[src/core/gpcfg_pkg.sv]
// Package with register map, reset values and bus states of the pad configuration bank
package gpcfg_pkg;
	localparam int          PINS          = 8;
	localparam int          ADDR_W        = 12;
	localparam logic [11:0] OFF_DRIVE_2MA = 12'h500;
	localparam logic [11:0] OFF_DRIVE_4MA = 12'h504;
	localparam logic [11:0] OFF_DRIVE_8MA = 12'h508;
	localparam logic [11:0] OFF_OPEN_DRN  = 12'h50C;
	localparam logic [11:0] OFF_PULL_UP   = 12'h510;
	localparam logic [11:0] OFF_PULL_DOWN = 12'h514;
	localparam logic [11:0] OFF_SLEW      = 12'h518;
	localparam logic [11:0] OFF_DIG_IN    = 12'h51C;
	localparam logic [7:0]  RST_DRIVE_2MA = 8'hFF;
	localparam logic [7:0]  RST_DRIVE_4MA = 8'h00;
	localparam logic [7:0]  RST_DRIVE_8MA = 8'h00;
	localparam logic [7:0]  RST_OPEN_DRN  = 8'h00;
	localparam logic [7:0]  RST_PULL_UP   = 8'hFF;
	localparam logic [7:0]  RST_PULL_DOWN = 8'h00;
	localparam logic [7:0]  RST_SLEW      = 8'h00;
	localparam logic [7:0]  RST_DIG_IN    = 8'hFF;
	localparam logic [31:0] UNMAPPED_DATA = 32'h00000000;
	typedef enum logic [1:0] {
		BUS_IDLE = 2'b00,
		BUS_ACK  = 2'b01
	} gpcfg_bus_t;
endpackage : gpcfg_pkg

[src/core/gpcfg_pin.sv]
// Per-pin exclusive selection: one-hot drive and pull with delayed hardware clear
`timescale 1ns/1ps
module gpcfg_pin (
	// Clock and reset
	input  wire logic       clk,
	input  wire logic       reset,
	// Write strobes for this pin's bits, data bit
	input  wire logic       wr_2ma,
	input  wire logic       wr_4ma,
	input  wire logic       wr_8ma,
	input  wire logic       wr_pu,
	input  wire logic       wr_pd,
	input  wire logic       wdata,
	// Stored bits
	output logic            drive_2ma,
	output logic            drive_4ma,
	output logic            drive_8ma,
	output logic            pull_up,
	output logic            pull_down
);
	logic clr_2ma;
	logic clr_4ma;
	logic clr_8ma;
	logic clr_pu;
	logic clr_pd;

	// Clear requests wait one stage so they land on the second edge
	always_ff @(posedge clk) begin
		if (reset) begin
			clr_2ma <= 1'b0;
			clr_4ma <= 1'b0;
			clr_8ma <= 1'b0;
			clr_pu  <= 1'b0;
			clr_pd  <= 1'b0;
		end else begin
			clr_2ma <= (wr_4ma | wr_8ma) & wdata;
			clr_4ma <= (wr_2ma | wr_8ma) & wdata;
			clr_8ma <= (wr_2ma | wr_4ma) & wdata;
			clr_pu  <= wr_pd & wdata;
			clr_pd  <= wr_pu & wdata;
		end
	end

	// A direct write in the same cycle wins over a pending clear
	always_ff @(posedge clk) begin
		if (reset) begin
			drive_2ma <= gpcfg_pkg::RST_DRIVE_2MA[0];
			drive_4ma <= gpcfg_pkg::RST_DRIVE_4MA[0];
			drive_8ma <= gpcfg_pkg::RST_DRIVE_8MA[0];
			pull_up   <= gpcfg_pkg::RST_PULL_UP[0];
			pull_down <= gpcfg_pkg::RST_PULL_DOWN[0];
		end else begin
			if (wr_2ma) drive_2ma <= wdata;
			else if (clr_2ma) drive_2ma <= 1'b0;
			if (wr_4ma) drive_4ma <= wdata;
			else if (clr_4ma) drive_4ma <= 1'b0;
			if (wr_8ma) drive_8ma <= wdata;
			else if (clr_8ma) drive_8ma <= 1'b0;
			if (wr_pu) pull_up <= wdata;
			else if (clr_pu) pull_up <= 1'b0;
			if (wr_pd) pull_down <= wdata;
			else if (clr_pd) pull_down <= 1'b0;
		end
	end

	a_clear_4ma_delay: assert property (@(posedge clk) disable iff (reset)
		wr_2ma && wdata && !wr_4ma ##1 !wr_4ma |=> !drive_4ma)
		else $error("4 mA bit not cleared on second cycle");
	a_clear_2ma_delay: assert property (@(posedge clk) disable iff (reset)
		wr_8ma && wdata && !wr_2ma ##1 !wr_2ma |=> !drive_2ma)
		else $error("2 mA bit not cleared on second cycle");
	a_clear_8ma_delay: assert property (@(posedge clk) disable iff (reset)
		wr_4ma && wdata && !wr_8ma ##1 !wr_8ma |=> !drive_8ma)
		else $error("8 mA bit not cleared on second cycle");
	a_pull_exclusive: assert property (@(posedge clk) disable iff (reset)
		wr_pu && wdata && !wr_pd ##1 !wr_pd |=> pull_up && !pull_down)
		else $error("pull-up write did not clear pull-down");
	a_pulldown_wins: assert property (@(posedge clk) disable iff (reset)
		wr_pd && wdata && !wr_pu ##1 !wr_pu |=> pull_down && !pull_up)
		else $error("pull-down write did not clear pull-up");
	c_drive_8ma: cover property (@(posedge clk) disable iff (reset)
		wr_8ma && wdata ##2 drive_8ma && !drive_2ma);
	c_pull_down: cover property (@(posedge clk) disable iff (reset)
		wr_pd && wdata ##2 pull_down && !pull_up);
endmodule : gpcfg_pin

[src/core/gpcfg_regs.sv]
// Pad configuration register bank with Avalon-MM slave and pad control outputs
`timescale 1ns/1ps
module gpcfg_regs #(
	parameter int PINS = gpcfg_pkg::PINS
) (
	// Clock and reset
	input  wire logic        clk,
	input  wire logic        reset,
	// Avalon-MM slave
	input  wire logic [11:0] avs_address,
	input  wire logic        avs_read,
	input  wire logic        avs_write,
	input  wire logic [31:0] avs_writedata,
	input  wire logic [3:0]  avs_byteenable,
	output logic [31:0]      avs_readdata,
	output logic             avs_waitrequest,
	// Direction bits from the port's direction register
	input  wire logic [7:0]  pin_direction_reg,
	// Pad controls
	output logic [7:0]       pad_drive_2ma,
	output logic [7:0]       pad_drive_4ma,
	output logic [7:0]       pad_drive_8ma,
	output logic [7:0]       pad_open_drain_in,
	output logic [7:0]       pad_open_drain_out,
	output logic [7:0]       pad_pull_up,
	output logic [7:0]       pad_pull_down,
	output logic [7:0]       pad_slew_limit,
	output logic [7:0]       pad_digital_input
);
	logic [7:0]  drive_2ma_bits;
	logic [7:0]  drive_4ma_bits;
	logic [7:0]  drive_8ma_bits;
	logic [7:0]  open_drain_bits;
	logic [7:0]  pull_up_bits;
	logic [7:0]  pull_down_bits;
	logic [7:0]  slew_limit_bits;
	logic [7:0]  digital_input_bits;
	logic [7:0]  dir_meta;
	logic [7:0]  dir_sync;
	logic        wr_go;
	logic        rd_go;
	logic        low_lane;
	logic [31:0] next_readdata;
	gpcfg_pkg::gpcfg_bus_t bus_state;

	// Each access waits one cycle, then completes with waitrequest low
	assign wr_go    = avs_write & (bus_state == gpcfg_pkg::BUS_ACK);
	assign rd_go    = avs_read & (bus_state == gpcfg_pkg::BUS_ACK);
	assign low_lane = avs_byteenable[0];

	always_ff @(posedge clk) begin
		if (reset) begin
			bus_state       <= gpcfg_pkg::BUS_IDLE;
			avs_waitrequest <= 1'b1;
		end else begin
			case (bus_state)
				gpcfg_pkg::BUS_IDLE: begin
					if (avs_read | avs_write) begin
						bus_state       <= gpcfg_pkg::BUS_ACK;
						avs_waitrequest <= 1'b0;
					end
				end
				gpcfg_pkg::BUS_ACK: begin
					bus_state       <= gpcfg_pkg::BUS_IDLE;
					avs_waitrequest <= 1'b1;
				end
				default: begin
					bus_state       <= gpcfg_pkg::BUS_IDLE;
					avs_waitrequest <= 1'b1;
				end
			endcase
		end
	end

	// Only byte lane 0 holds pin bits; upper lanes are ignored
	genvar g;
	generate
		for (g = 0; g < PINS; g++) begin : g_pin
			gpcfg_pin u_pin (
				.clk       (clk),
				.reset     (reset),
				.wr_2ma    (wr_go & low_lane & (avs_address == gpcfg_pkg::OFF_DRIVE_2MA)),
				.wr_4ma    (wr_go & low_lane & (avs_address == gpcfg_pkg::OFF_DRIVE_4MA)),
				.wr_8ma    (wr_go & low_lane & (avs_address == gpcfg_pkg::OFF_DRIVE_8MA)),
				.wr_pu     (wr_go & low_lane & (avs_address == gpcfg_pkg::OFF_PULL_UP)),
				.wr_pd     (wr_go & low_lane & (avs_address == gpcfg_pkg::OFF_PULL_DOWN)),
				.wdata     (avs_writedata[g]),
				.drive_2ma (drive_2ma_bits[g]),
				.drive_4ma (drive_4ma_bits[g]),
				.drive_8ma (drive_8ma_bits[g]),
				.pull_up   (pull_up_bits[g]),
				.pull_down (pull_down_bits[g])
			);
		end
	endgenerate

	// Plain read/write fields
	always_ff @(posedge clk) begin
		if (reset) begin
			open_drain_bits    <= gpcfg_pkg::RST_OPEN_DRN;
			slew_limit_bits    <= gpcfg_pkg::RST_SLEW;
			digital_input_bits <= gpcfg_pkg::RST_DIG_IN;
		end else if (wr_go && low_lane) begin
			if (avs_address == gpcfg_pkg::OFF_OPEN_DRN)
				open_drain_bits <= avs_writedata[7:0];
			if (avs_address == gpcfg_pkg::OFF_SLEW)
				slew_limit_bits <= avs_writedata[7:0];
			if (avs_address == gpcfg_pkg::OFF_DIG_IN)
				digital_input_bits <= avs_writedata[7:0];
		end
	end

	// Read mux; reserved and unmapped bits return zero
	always_comb begin
		next_readdata = gpcfg_pkg::UNMAPPED_DATA;
		case (avs_address)
			gpcfg_pkg::OFF_DRIVE_2MA: next_readdata[7:0] = drive_2ma_bits;
			gpcfg_pkg::OFF_DRIVE_4MA: next_readdata[7:0] = drive_4ma_bits;
			gpcfg_pkg::OFF_DRIVE_8MA: next_readdata[7:0] = drive_8ma_bits;
			gpcfg_pkg::OFF_OPEN_DRN:  next_readdata[7:0] = open_drain_bits;
			gpcfg_pkg::OFF_PULL_UP:   next_readdata[7:0] = pull_up_bits;
			gpcfg_pkg::OFF_PULL_DOWN: next_readdata[7:0] = pull_down_bits;
			gpcfg_pkg::OFF_SLEW:      next_readdata[7:0] = slew_limit_bits;
			gpcfg_pkg::OFF_DIG_IN:    next_readdata[7:0] = digital_input_bits;
			default:                  next_readdata = gpcfg_pkg::UNMAPPED_DATA;
		endcase
	end

	// Read data registered so it stands with waitrequest low
	always_ff @(posedge clk) begin
		if (reset) begin
			avs_readdata <= gpcfg_pkg::UNMAPPED_DATA;
		end else if (avs_read && bus_state == gpcfg_pkg::BUS_IDLE) begin
			avs_readdata <= next_readdata;
		end
	end

	// Direction comes from another block's register; resynchronised for safety
	always_ff @(posedge clk) begin
		if (reset) begin
			dir_meta <= 8'h00;
			dir_sync <= 8'h00;
		end else begin
			dir_meta <= pin_direction_reg;
			dir_sync <= dir_meta;
		end
	end

	// Pad controls from flip-flops
	always_ff @(posedge clk) begin
		if (reset) begin
			pad_drive_2ma      <= gpcfg_pkg::RST_DRIVE_2MA;
			pad_drive_4ma      <= gpcfg_pkg::RST_DRIVE_4MA;
			pad_drive_8ma      <= gpcfg_pkg::RST_DRIVE_8MA;
			pad_open_drain_in  <= 8'h00;
			pad_open_drain_out <= 8'h00;
			pad_pull_up        <= gpcfg_pkg::RST_PULL_UP;
			pad_pull_down      <= gpcfg_pkg::RST_PULL_DOWN;
			pad_slew_limit     <= gpcfg_pkg::RST_SLEW;
			pad_digital_input  <= gpcfg_pkg::RST_DIG_IN;
		end else begin
			pad_drive_2ma      <= drive_2ma_bits;
			pad_drive_4ma      <= drive_4ma_bits;
			pad_drive_8ma      <= drive_8ma_bits;
			pad_open_drain_in  <= open_drain_bits & ~dir_sync;
			pad_open_drain_out <= open_drain_bits & dir_sync;
			pad_pull_up        <= pull_up_bits;
			pad_pull_down      <= pull_down_bits;
			pad_slew_limit     <= slew_limit_bits & drive_8ma_bits;
			pad_digital_input  <= digital_input_bits;
		end
	end

	a_slew_needs_8ma: assert property (@(posedge clk) disable iff (reset)
		1'b1 |=> (pad_slew_limit & ~$past(drive_8ma_bits)) == 8'h00)
		else $error("slew limit active without 8 mA drive");
	a_od_direction: assert property (@(posedge clk) disable iff (reset)
		1'b1 |=> pad_open_drain_out == ($past(open_drain_bits) & $past(dir_sync)))
		else $error("open-drain output does not follow direction");
	a_upper_zero: assert property (@(posedge clk) disable iff (reset)
		!avs_waitrequest && avs_read |-> avs_readdata[31:8] == 24'h000000)
		else $error("reserved read bits not zero");
	a_wait_release: assert property (@(posedge clk) disable iff (reset)
		(avs_read || avs_write) && avs_waitrequest |=> !avs_waitrequest)
		else $error("access not answered in one cycle");
	a_reset_values: assert property (@(posedge clk)
		$past(reset) |-> drive_2ma_bits == 8'hFF && drive_4ma_bits == 8'h00
			&& drive_8ma_bits == 8'h00 && digital_input_bits == 8'hFF)
		else $error("reset values wrong");
	c_read_cycle: cover property (@(posedge clk) disable iff (reset)
		avs_read && !avs_waitrequest);
	c_od_output: cover property (@(posedge clk) disable iff (reset)
		pad_open_drain_out != 8'h00);
	c_slew_on: cover property (@(posedge clk) disable iff (reset)
		pad_slew_limit != 8'h00);
endmodule : gpcfg_regs

[config.mk]
export PLATFORM = sky130hd
export DESIGN_NAME = gpcfg_regs
export DESIGN_NICKNAME = d
export VERILOG_FILES = /design/src/core/gpcfg_pkg.sv /design/src/core/gpcfg_pin.sv /design/src/core/gpcfg_regs.sv
export SDC_FILE = /design/constraint.sdc
export NUM_CORES = 1
export LEC_CHECK = 0
export BUFFER_PORTS_ARGS = -buffer_cell sky130_fd_sc_hd__buf_2
export CAP_MARGIN = 40
export CORE_UTILIZATION = 30
export DETAILED_ROUTE_END_ITERATION = 8
export PLACE_DENSITY_LB_ADDON = 0.05
export SLEW_MARGIN = 20
export SYNTH_ARGS = -nofsm -noshare
export SYNTH_HDL_FRONTEND = slang
export SYNTH_SLANG_ARGS = --single-unit
[constraint.sdc]
create_clock -name clk -period 4.85 [get_ports clk]
set_input_delay 0 -clock clk [delete_from_list [all_inputs] [get_ports clk]]
set_output_delay 0 -clock clk [all_outputs]
set_load 0.005 [all_outputs]
**Yosys cells after proc, flatten, opt, wreduce, memory -nomap -nowiden**

Cells that the tools add are included.
Widths: inputs -> output; s select.

- Input bits: 60
- Logic and storage cells: 289
- Flip-flop bits (word level): 202
- Output and inout bits: 105

- Reductions and logical operators: 47
- Equal/unequal tests: 8
- Mux-type cells: 81
- Bitwise operators: 56

Operators by type and width:

| operator | count |
|---|---|
| $eq 12x11->1 const B | 8 |
| $mux 1 | 80 |
| $reduce_bool 2->1 | 40 |
| $pmux 8 s8 | 1 |
| $and 1x1->1 | 47 |
| $and 8x8->8 | 3 |
| $not 8->8 | 1 |
| $reduce_and 2->1 | 3 |
| $or 1x1->1 | 4 |
| $logic_and 1x1->1 | 2 |
| $logic_not 2->1 | 1 |
| $reduce_or 2->1 | 1 |
| $not 1->1 | 1 |

**Depth between registers and ports, before layout**

Gate-level depths: netlist (run 1).

- Depth in word-level cells: 5
- Gate-level depth with buffers: 9

**Hierarchy**

A second synthesis (run 1) with hierarchy kept.

- Cell total of the unflattened synthesis: 651
- Area, all modules: 6986.7 um^2

Modules (own cells, without submodules):

| module | area an instance (um^2) | cells an instance | seq. area each (um^2) | instances |
|---|---|---|---|---|
| gpcfg_regs | 4404.2 | 379 | 2442.3 | 1 |
| gpcfg_pin | 322.8 | 34 | 200.2 | 8 |

**Worst setup path after synthesis (run 1)**

No wires, ideal clock.

- Path type: reg-to-reg
- Start point: register bus_state[0]
- End point: register g_pin[1].u_pin.pull_up
- Cell stages (with the launch flop): 9
- Arrival: 1720 ps
- Required time: 4730 ps
- Setup time: 120 ps
- Path slack: 3011 ps
- Path through: dfxtp_1 -> nand3_1 -> nor3_1 -> clkbuf_1 -> and2_1 -> buf_2 -> buf_4 -> nor3b_1 -> a211o_1

- Longest elaborated chain between the ends: 4
- Elaborated cells on any way between the ends: 5
- Classes of those cells: mux: 1; bitwise: 3; reduce/logical: 1

Ends and longest elaborated chain:

| item | line | RTL |
|---|---|---|
| start: declaration | gpcfg_regs.sv:44 | `gpcfg_pkg::gpcfg_bus_t bus_state;` |
| start signal: assignment | gpcfg_regs.sv:53 | `bus_state <= gpcfg_pkg::BUS_IDLE;` |
| start signal: assignment | gpcfg_regs.sv:59 | `bus_state <= gpcfg_pkg::BUS_ACK;` |
| start signal: assignment | gpcfg_regs.sv:64 | `bus_state <= gpcfg_pkg::BUS_IDLE;` |
| $and 1x1->1 * | gpcfg_regs.sv:47 | `assign wr_go = avs_write & (bus_state == gpcfg_pkg::BUS_ACK);` |
| $and 1x1->1 * (2 in series) | gpcfg_regs.sv:85 | `.wr_pu (wr_go & low_lane & (avs_address == gpcfg_pkg::OFF_PULL_UP)),` |
| $mux 1 or $reduce_bool 2->1 (tied branches) | n/a |  |
| end signal: assignment | gpcfg_pin.sv:50 | `pull_up <= gpcfg_pkg::RST_PULL_UP[0];` |
| end signal: assignment | gpcfg_pin.sv:59 | `if (wr_pu) pull_up <= wdata;` |
| end: declaration | gpcfg_pin.sv:18 | `output logic pull_up,` |

Mark *: on every way between the ends. The rest lies on a longest branch, timed or not.
A chain may end at the register's enable or synchronous reset.

**Final worst setup path (run 1)**

- Start point: input port avs_address[0]
- End point: register digital_input_bits[5]

- Longest elaborated chain between the ends: 2

Ends and longest elaborated chain:

| item | line | RTL |
|---|---|---|
| start: declaration | gpcfg_regs.sv:10 | `input wire logic [11:0] avs_address,` |
| $eq 12x11->1 | gpcfg_regs.sv:108 | `if (avs_address == gpcfg_pkg::OFF_DIG_IN)` |
| $reduce_and 2->1 (no line) | n/a |  |
| end signal: assignment | gpcfg_regs.sv:102 | `digital_input_bits <= gpcfg_pkg::RST_DIG_IN;` |
| end signal: assignment | gpcfg_regs.sv:109 | `digital_input_bits <= avs_writedata[7:0];` |
| end: declaration | gpcfg_regs.sv:37 | `logic [7:0] digital_input_bits;` |

Every way passes these cells.

==> results of run 1 <==
==> metal layers <==
metal  vias to the layer above  global-route usage, %
li1                       2473                      -
met1                      2425                  22.79
met2                       134                  27.53
met3                        19                  3.390
met4                         0                  4.620
met5                         -                      0
==> what timing repair did <==
action / 4_1_cts / 5_1_grt
hold buffers: 21 / 0
endpoints found under the hold margin: 60 / 0
buffers inserted: 0 / 0
==> kinds of logic (layout without fill, tap and decap cells) <==
family,count (synthesis),after routing
buf+inv,64,177
flops,202,202
other cells,1,24
mux,26,26
simple gates,274,274
compound gates,92,92
==> layout by cell type, fill, tap and decap left out, types with 5 or more instances in the layout <==
cell,Yosys,routed
nand4_1,5,5
nand3_1,8,8
nor2_1,67,67
clkbuf_8,0,6
nand2_1,22,22
or2_2,24,24
nor3b_1,24,24
a21oi_1,11,11
a22oi_1,9,9
nor2b_1,50,50
clkbuf_16,0,23
o21ai_0,24,24
conb_1,1,24
mux2i_1,22,22
nand3b_1,25,25
and3b_1,8,8
a211o_1,24,24
and2_1,11,11
buf_4,25,5
nand2b_1,9,9
buf_2,10,112
dlygate4sd3_1,0,21
a221oi_1,9,9
dfxtp_1,202,202
==> worst paths after layout <==
path / cells past startpoint / slack [ns] / to / startpoint
setup / recovery: 7 / 2.52 / digital_input_bits[5]$_SDFFE_PP1P_ / avs_address[0]
hold / removal: 4 / 0.04 / avs_readdata[5]$_SDFFE_PP0P_ / avs_address[1]
setup reg to reg: 6 / 2.71 / g_pin[1].u_pin.pull_down$_SDFFE_PP0P_ / bus_state[0]$_SDFFE_PP0P_
hold reg to reg: 1 / 0.41 / pad_open_drain_in[6]$_SDFF_PP0_ / dir_sync[6]$_SDFF_PP0_
==> where the power goes <==
group	switching (mW)	leakage, nW	internal, mW	total [mW]
registers	0.00290	1.63	1.67	1.67
clock network	0.645	0.347	0.952	1.60
logic	0.0850	1.34	0.0422	0.127
total	0.733	3.32	2.66	3.39
==> worst max-delay path: stages <==
cell and delay [ns]:
dlygate4sd3_1 0.53, buf_2 0.16, nor2_1 0.43, nand3_1 0.45
nor4_4 0.74, nor2b_1 0.11, a211o_1 0.28
==> Yosys cell counts (3+ instances only) <==
cell type,number,share of area (%)
a21oi_1,11,0.79
and2_1,11,0.99
dfxtp_1,202,58
or2_2,24,2.2
mux2i_1,22,3.2
clkbuf_1,25,1.3
nand3_1,8,0.57
o21ai_0,24,1.7
a22oi_1,9,0.97
nand3b_1,25,2.7
o22ai_1,3,0.27
nand2b_1,9,0.81
buf_2,10,0.72
buf_4,25,2.7
nand4_1,5,0.45
nand2_1,22,1.2
nor2_1,67,3.6
a211o_1,24,3.0
and3b_1,8,1.0
a221oi_1,9,1.1
nor3b_1,24,2.6
nor2b_1,50,4.5
buf_1,3,0.16
nor3_1,4,0.29
==> stage by stage <==
step                total power [mW]  instance area (sq um)  utilization [%]  instances
floorplan                      1.781                   7051                -        682
global placement               1.818                   7647            33.67       1019
detailed placement             1.822                   7690            33.86       1022
CTS                            3.450                   8593            37.84       1080
global route                   3.522                   8593            37.84       1080
finish                         3.394                   8593            37.84       1080
==> layout make-up <==
cell class	instances	area, sq um	share of cell area, %
inverter	1	3.754	0.04368
sequential	202	4044	47.06
clock buffer	33	673.1	7.833
timing repair buffer	139	835.8	9.726
clock inverter	4	20.02	0.2330
tap	285	356.6	4.150
multi-input combinational	416	2660	30.96
==> reports/metrics.csv, run 1 <==
stage;metric;value;unit
floorplanning;core_area;0.02271;sq mm
sta;rsz0062_at_grt;false;
clock_network;cts_root_buffer;clkbuf_16;
detailed_routing;wl_per_cell;18.48;um
place;gp_congestion;0.8675;
power;power_density;395.0;mW/mm^2
final_layout;antenna_cells;0;
grt;grt_pass1_wl;30250;um
worst_setup_path;critPathLaunchType;input pin;
final_layout;nets;843;
clock_network;htree_levels;1;
detailed_routing;route.met3.wl;1085;um
sta;worst_pin_slew;0.8084;ns
grt;grt_usage;16.92;%
clock_network;clock-sinks;202;
sta;setup_slack;2.525;ns
synth;synthAdderAreaFrac;0;%
detailed_routing;first_pass_iters;4;
synth;netlist-cell-type-count;49;
grt;grt_pass1_vias;4982;
floorplanning;io_pins;165;
synth;synth_area;0.006964;sq mm
final_layout;fillers;2281;
clock_network;path_clk_slew;0.06;ns
sta;slew_violations;0;
synth;synth_async_sr_flop_share;0;%
run_status;status;completed;
place;detailed_place_hpwl;13900;um
detailed_routing;drt_iter0_drc;270;
synth;synth-compound-area-share;9.324;%
clock_network;cts_buffer_depth;3;
place;place_ws;2.201;ns
clock_network;clkLatencyLatePin;0.50;ns
place;port_buffers;113;
detailed_routing;drt-total-wl;19960;um
synth;muxShareOfSynthArea;4.132;%
flow_run;maxCapViolations;0;
synth;synth_edf_count;0;
clock_network;cts_tree;built;
synth;yosys.area_share.simple;23.45;%
sta;hold_viol_final;0;
floorplanning;die_w;154.4;um
detailed_routing;dr_wl_met2;9278;um
final_layout;final_layout_size_suffix_gt1_share;23.90;%
synth;seq_area_frac_synth;58.07;%
final_layout;syn2layout_area_growth;23.39;%
floorplanning;initial_core_util;30.67;%
worst_setup_path;crit_path_end_kind;flop;
sta;maxSlewHeadroom;45.70;%
synth;syn_inst;659;
synth;synth_xor_xnor_area_share;0;%
detailed_routing;wl_met1;9283;um
grt;antenna_found_initial;0;
synth;yosysWarnings;0;
floorplanning;row_count;55;
sta;layout_min_cycle_time;2.325;ns
sta;timing.final.crit_share;47.95;%
power;p_leak;3.321;nW
floorplanning;die_height;154.4;um
detailed_routing;drtAntennaViolNets;0;
sta;whs;0.03756;ns
floorplanning;die_area;0.02383;sq mm
worst_setup_path;crit_path_max_fanout;16;
sta;setup_viol;0;
power;ir_worst_vdd;0.1976;mV
synth;synth_top_family_by_area;simple AND/OR/NAND/NOR gates;
worst_setup_path;worstPathArrival;2.72;ns
synth;yosys_most_used_dff;dfxtp_1;
sta;finalSetupTns;0;ns
min_path;hold_path_class;input pin to flop;
grt;grt_overflow;0;
grt;grt_max_degree;60;
synth;ys_ff_latch;202;
detailed_routing;num_vias;5051;
detailed_routing;routed.top_layer;met4;
detailed_routing;drc_errors;0;
clock_network;cts_resized;0;
sta;skew;0.007188;ns
worst_setup_path;cp.required;5.24;ns
sta;fmax;0.4300;GHz
synth;avgSynthCellArea;10.57;sq um
worst_setup_path;crit_type;input pin to flop;
clock_network;numCtsBuffers;23;
detailed_routing;viasPerCell;4.677;
Power figures use the tool's default switching activity.
==> run 2: changes to the inputs <==
Settings changed: ABC_AREA set to 1.
Clock period 4.85 ns to 2.3 ns, I/O delays scaled along.
==> run 2 against run 1 <==
- clock power up 120%
- synthesized cell count is 24% higher
- first-iteration DRC count increased by 6.7%
- combinational power increased by 98%
- sequential power up 110%
- critical endpoint is now g_pin[5].u_pin.drive_4ma$_SDFFE_PP0P_
- largest cell class unchanged
- largest power group is now clock
==> reports/metrics.csv, run 2 <==
stage;metric;value;unit;change
synth;avgSynthCellArea;8.795;sq um;-17%
clock_network;path_clk_slew;0.06;ns;about the same
worst_setup_path;crit_type;input pin to flop;;
sta;maxSlewHeadroom;62.66;%;+17 points
detailed_routing;first_pass_iters;4;;unchanged
synth;synth_async_sr_flop_share;0;%;unchanged
final_layout;final_layout_size_suffix_gt1_share;23.75;%;-0.15 points
detailed_routing;num_vias;5531;;+9.5%
clock_network;numCtsBuffers;23;;unchanged
detailed_routing;drc_errors;0;;unchanged
place;place_ws;0.5307;ns;-1.671 ns
flow_run;maxCapViolations;0;;unchanged
detailed_routing;wl_per_cell;15.45;um;-16%
sta;layout_min_cycle_time;1.755;ns;
power;p_int;5.732;mW;+120%
grt;grt_max_degree;62;;+3.3%
final_layout;multi_input_comb_area;0.002516;sq mm;-5.4%
power;p_sw_share;21.93;%;+0.34 points
worst_setup_path;worstPathArrival;2.15;ns;-0.57 ns
final_layout;fillers;2509;;+10%
synth;yosys_most_used_dff;dfxtp_1;;
worst_setup_path;crit_path_max_fanout;24;;+8
grt;grt_pass1_wl;30750;um;+1.7%
sta;fmax;0.5697;GHz;
synth;yosysMostFrequentCell;dfxtp_1;;
clock_network;cts_hold_buf;26;;+24%
detailed_routing;drtAntennaViolNets;0;;unchanged
synth;synth_area_leaders;dfxtp_1, nor2_1, nand2_1, nand3_1, inv_1;;
sta;setup_viol;0;;unchanged
power;combPwrFrac;3.4;%;-0.3 points
floorplanning;row_count;56;;+1.8%
synth;syn_inst;819;;+24%
clock_network;postCtsSetupRepairBufs;0;;unchanged
clock_network;cts_buffer_depth;3;;unchanged
grt;grt_overflow;0;;unchanged
place;port_buffers;113;;unchanged
clock_network;cts_tree;built;;
detailed_routing;drt_iter0_drc;288;;+6.7%
synth;synth_area;0.007203;sq mm;+3.4%
final_layout;antenna_cells;0;;unchanged
floorplanning;io_pins;165;;unchanged
clock_network;clock-sinks;202;;unchanged
final_layout;stdcell_count;1296;;+20%
clock_network;clkLatencyLatePin;0.50;ns;about the same
worst_setup_path;critPathLaunchType;input pin;;
clock_network;htree_levels;1;;unchanged
detailed_routing;drt-total-wl;20020;um;+0.31%
place;place_area;0.007975;sq mm;+3.7%
floorplanning;die_height;157.0;um;+1.7%
worst_setup_path;crit_path_end_kind;flop;;
sta;hold_viol_final;0;;unchanged
sta;whs;0.1561;ns;+0.1186 ns
place;dpl.cell_count;1229;;+20%
grt;antenna_found_initial;0;;unchanged
final_layout;final_common_cell;dfxtp_1;;
final_layout;syn2layout_area_growth;24.67;%;
detailed_routing;viasPerCell;4.268;;-8.7%
clock_network;cts_root_buffer;clkbuf_16;;
final_layout;regArea;0.004044;sq mm;unchanged
final_layout;final_cell_mix;dfxtp_1, nor2_1, buf_2, nand2_1, inv_1;;
run_status;status;completed;;
grt;grt_pass1_vias;5373;;+7.8%
worst_setup_path;cp.required;2.69;ns;-2.55 ns
sta;timing.final.crit_share;76.32;%;
power;ir_worst_vdd;0.3851;mV;+95%
synth;ys_ff_latch;202;;unchanged
synth;yosysWarnings;0;;unchanged
floorplanning;initial_core_util;30.60;%;-0.070 points
place;gp_congestion;0.7968;;-8.1%
floorplanning;die_area;0.02463;sq mm;+3.4%
floorplanning;core_area;0.02354;sq mm;+3.7%
power;power_density;817.6;mW/mm^2;+110%
power;p_leak;4.096;nW;+23%
synth;seq_area_frac_synth;56.14;%;-1.9 points
sta;slew_violations;0;;unchanged
final_layout;nets;1021;;+21%
final_layout;final_util;38.14;%;+0.30 points
power;power.total;7.342;mW;+120%
synth;netlist-cell-type-count;34;;-31%
power;clockPowerShare;48.6;%;+1.6 points
sta;skew;0.006737;ns;-0.0004515 ns
sta;rsz0062_at_grt;false;;
synth;yosys.area.top_type;dfxtp_1;;
grt;grt_usage;16.69;%;-0.23 points
synth;synth_top_area_share;56.14;%;-1.9 points
floorplanning;die_w;157.0;um;+1.7%
sta;setup_slack;0.5447;ns;-1.980 ns
synth;synth_edf_count;0;;unchanged
synth;synth_common_cells;dfxtp_1, nor2_1, nand2_1;;
sta;finalSetupTns;0;ns;unchanged
final_layout;finalInstanceArea;0.008980;sq mm;+4.5%
clock_network;cts_resized;0;;unchanged
place;detailed_place_hpwl;13880;um;-0.19%
power;sequentialPowerShare;48.0;%;-1.2 points
min_path;hold_path_class;input pin to flop;;
sta;worst_pin_slew;0.5581;ns;-0.2503 ns
power;p_sw;1.610;mW;+120%
==> run 2: cell count changes after synthesis, sizes merged, moves of 11 or more <==
cell / before / now
nor2b: 50 / 0
nand3: 8 / 70
nand2: 22 / 108
buf: 38 / 50
inv: 1 / 86
mux2i: 22 / 0
nor3b: 24 / 0
clkbuf: 25 / 9
a21oi: 11 / 26
a211o: 24 / 1
and2: 11 / 0
nor2: 67 / 149
o211ai: 2 / 23
==> run 2: final timing paths <==
| check | cells past startpoint | endpoint | from | slack, ns |
|---|---|---|---|---|
| worst min register to register | 2 | dir_sync[5]$_SDFF_PP0_ | dir_meta[5]$_SDFF_PP0_ | 0.40 |
| worst max register to register | 5 | g_pin[1].u_pin.pull_up$_SDFFE_PP1P_ | bus_state[0]$_SDFFE_PP0P_ | 0.59 |
| worst max-delay path | 10 | g_pin[5].u_pin.drive_4ma$_SDFFE_PP0P_ | avs_address[0] | 0.54 |
| worst min-delay path | 8 | g_pin[1].u_pin.clr_2ma$_SDFF_PP0_ | avs_address[6] | 0.16 |
==> run 2: routing by layer <==
layer  vias up  GRT usage [%]  wire (um)
met5         -              0          0
met4         0          4.155        385
met3        23          2.588        906
met2       128          26.50       8961
met1      2527          23.51       9764
li1       2853              -          -
==> run 2: cells by family (layout without fill, tap and decap cells) <==
family	count (synthesis)	in the layout	share of synthesized area [%]
buffers and inverters	147	282	10.13
and+or+nand+nor	377	377	25.00
other	1	24	0.05206
AOI/OAI and AO/OA	92	92	8.685
DFF	202	202	56.14
==> run 2: area by class of cell <==
cell class / count / share of cell area [%]
clock inverters: 10 / 0.8778
well taps: 319 / 4.445
multi-input cells: 493 / 28.02
flip-flops and latches: 202 / 45.03
clock buffers: 31 / 7.413
inverters: 88 / 3.678
repair buffers: 153 / 10.53
==> run 2: critical path, cell delays in order <==
cell and delay [ns]:
dlygate4sd3_1 0.53, buf_2 0.12, nor2_2 0.24, nand2_2 0.10, nor2_4 0.45, nand2_2 0.13, nor2_4 0.12, inv_2 0.18
o21ai_0 0.21, inv_1 0.05
==> run 2: power groups by stage <==
stage                     Clock, mW  Combinational [mW]  Sequential (mW)
final                          3.57               0.252             3.52
after detailed placement          0               0.222             3.60
after CTS                      3.69               0.256             3.52
after global placement            0               0.222             3.60
after floorplan                   0               0.150             3.60
after global routing           3.84               0.282             3.52
==> run 3: changes to the inputs <==
Clock period 2.3 ns to 1.8 ns, I/O delays scaled along.
==> run 3 against run 2 <==
- register-to-register slack got worse by 0.32 ns
- count of clock-buffer cells in the layout up 3
- clock skew up 0.011 ns
- die area is the same
- non-clock buffer count is 9 higher
- final cell count is 0.62% higher
- cell area increased by 1.5%
- global-route usage is 0.068 points lower
- first-iteration DRC count fell by 5.9%
- hold slack lost 0.051 ns
- routed wire length rose by 1.1%
==> reports/metrics.csv, run 3 (synthesis gave the netlist of run 2 again) <==
stage;metric;value;unit;change
run_status;status;completed;;
power;p_leak;4.165;nW;+1.7%
detailed_routing;drt_iter0_drc;271;;-5.9%
worst_setup_path;crit_type;flop to flop;;
floorplanning;initial_core_util;30.60;%;unchanged
sta;layout_min_cycle_time;1.528;ns;
grt;grt_max_degree;52;;-16%
final_layout;regArea;0.004044;sq mm;unchanged
clock_network;clkLatencyLatePin;0.52;ns;+0.02 ns
grt;antenna_found_initial;0;;unchanged
power;power_density;1071;mW/mm^2;+31%
sta;hold_viol_final;0;;unchanged
place;port_buffers;113;;unchanged
power;ir_worst_vdd;0.5251;mV;+36%
final_layout;nets;1031;;+0.98%
final_layout;stdcell_count;1304;;+0.62%
clock_network;cts_root_buffer;clkbuf_16;;
clock_network;htree_levels;1;;unchanged
sta;fmax;0.6546;GHz;
clock_network;cts_buffer_depth;3;;unchanged
sta;timing.final.crit_share;84.87;%;
grt;grt_pass1_wl;30710;um;-0.16%
clock_network;cts_resized;0;;unchanged
final_layout;multi_input_comb_area;0.002516;sq mm;unchanged
final_layout;syn2layout_area_growth;26.59;%;
grt;grt_pass1_vias;5373;;unchanged
clock_network;cts_tree;built;;
worst_setup_path;worstPathArrival;1.92;ns;-0.23 ns
worst_setup_path;critical_path.startpoint;bus_state[0]$_SDFFE_PP0P_;;
detailed_routing;drt-total-wl;20230;um;+1.1%
floorplanning;core_area;0.02354;sq mm;unchanged
final_layout;fillers;2505;;-0.16%
detailed_routing;viasPerCell;4.264;;about the same
floorplanning;io_pins;165;;unchanged
detailed_routing;drtAntennaViolNets;0;;unchanged
floorplanning;die_height;157.0;um;unchanged
final_layout;final_common_cell;dfxtp_1;;
min_path;worstHoldStart;avs_address[2];;
place;gp_congestion;0.7970;;about the same
final_layout;final_cell_mix;dfxtp_1, nor2_1, buf_2, nand2_1, inv_1;;
sta;setup_viol;0;;unchanged
place;dpl.cell_count;1243;;+1.1%
place;detailed_place_hpwl;14170;um;+2.1%
worst_setup_path;cp.required;2.19;ns;-0.50 ns
detailed_routing;first_pass_iters;4;;unchanged
clock_network;clock-sinks;202;;unchanged
grt;grt_overflow;0;;unchanged
final_layout;antenna_cells;0;;unchanged
floorplanning;die_area;0.02463;sq mm;unchanged
flow_run;maxCapViolations;0;;unchanged
detailed_routing;drc_errors;0;;unchanged
sta;rsz0062_at_grt;false;;
final_layout;final_layout_size_suffix_gt1_share;24.77;%;+1.0 points
worst_setup_path;crit_path_max_fanout;16;;-33%
detailed_routing;num_vias;5560;;+0.52%
worst_setup_path;crit_path_end_kind;flop;;
floorplanning;row_count;56;;unchanged
floorplanning;die_w;157.0;um;unchanged
worst_setup_path;critPathLaunchType;flop;;
sta;slew_violations;0;;unchanged
clock_network;numCtsBuffers;24;;+4.3%
clock_network;path_clk_slew;0.06;ns;about the same
detailed_routing;wl_per_cell;15.52;um;+0.46%
sta;skew;0.01731;ns;+0.01058 ns
grt;grt_usage;16.62;%;-0.068 points
worst_setup_path;r2r_start;bus_state[0]$_SDFFE_PP0P_;;
min_path;hold_path_class;input pin to flop;;
sta;finalSetupTns;0;ns;unchanged
run 3: layout make-up:
cell class,instances,area share [%]
flip-flops and latches,202,44.35
multi-input cells,493,27.59
repair buffers,162,11.25
clock buffers,34,7.890
well taps,319,4.377
inverters,88,3.622
clock inverters,6,0.9193
run 3: per-stage QoR:
| step | worst slack (ns) | area [sq um] | hold slack, ns | total power [mW] | util [%] |
|---|---|---|---|---|---|
| after detailed placement | 0.2265 | 8105 | 0.2092 | 4.905 | 34.43 |
| final | 0.2723 | 9119 | 0.1048 | 9.769 | 38.73 |
| after floorplan | 0.4549 | 7289 | 0.1070 | 4.793 | - |
| after CTS | 0.2563 | 9119 | 0.09089 | 9.906 | 38.73 |
| after global routing | 0.1186 | 9119 | 0.1354 | 10.12 | 38.73 |
| after global placement | 0.2403 | 8105 | 0.2063 | 4.904 | 34.43 |
run 3: report_power, final:
group	switching, mW	internal [mW]
Sequential	0.00938	4.50
Clock	1.89	3.04
Combinational	0.222	0.109
run 3: final timing paths:
check                                                              to  slack [ns]  depth (start not counted)
worst max-delay path                  slew_limit_bits[7]$_SDFFE_PP0P_        0.27                          5
worst min-delay path                g_pin[7].u_pin.clr_2ma$_SDFF_PP0_        0.10                          6
worst max register to register        slew_limit_bits[7]$_SDFFE_PP0P_        0.27                          5
worst min register to register  g_pin[7].u_pin.drive_8ma$_SDFFE_PP0P_        0.39                          1
run 3: critical path, cell delays in order, from the launching register on:
cell and delay [ns]:
dfxtp_1 0.37, nand3_1 0.18, inv_2 0.24, nand3_2 0.30, o21ai_0 0.26, a21oi_1 0.06
run 3: what timing repair did:
item                                   in CTS  in global routing
hold buffers                               21                  0
endpoints found under the hold margin      66                  0
buffers inserted                            0                  0
run 3: routing by layer:
layer  track usage (%)  part of all wire [%]  vias to the layer above
met3             2.643                   4.3                       27
met1             23.09                    48                     2516
met4             4.062                   2.0                        0
li1                  -                     -                     2876
met5                 0                     0                        -
met2             26.77                    45                      141
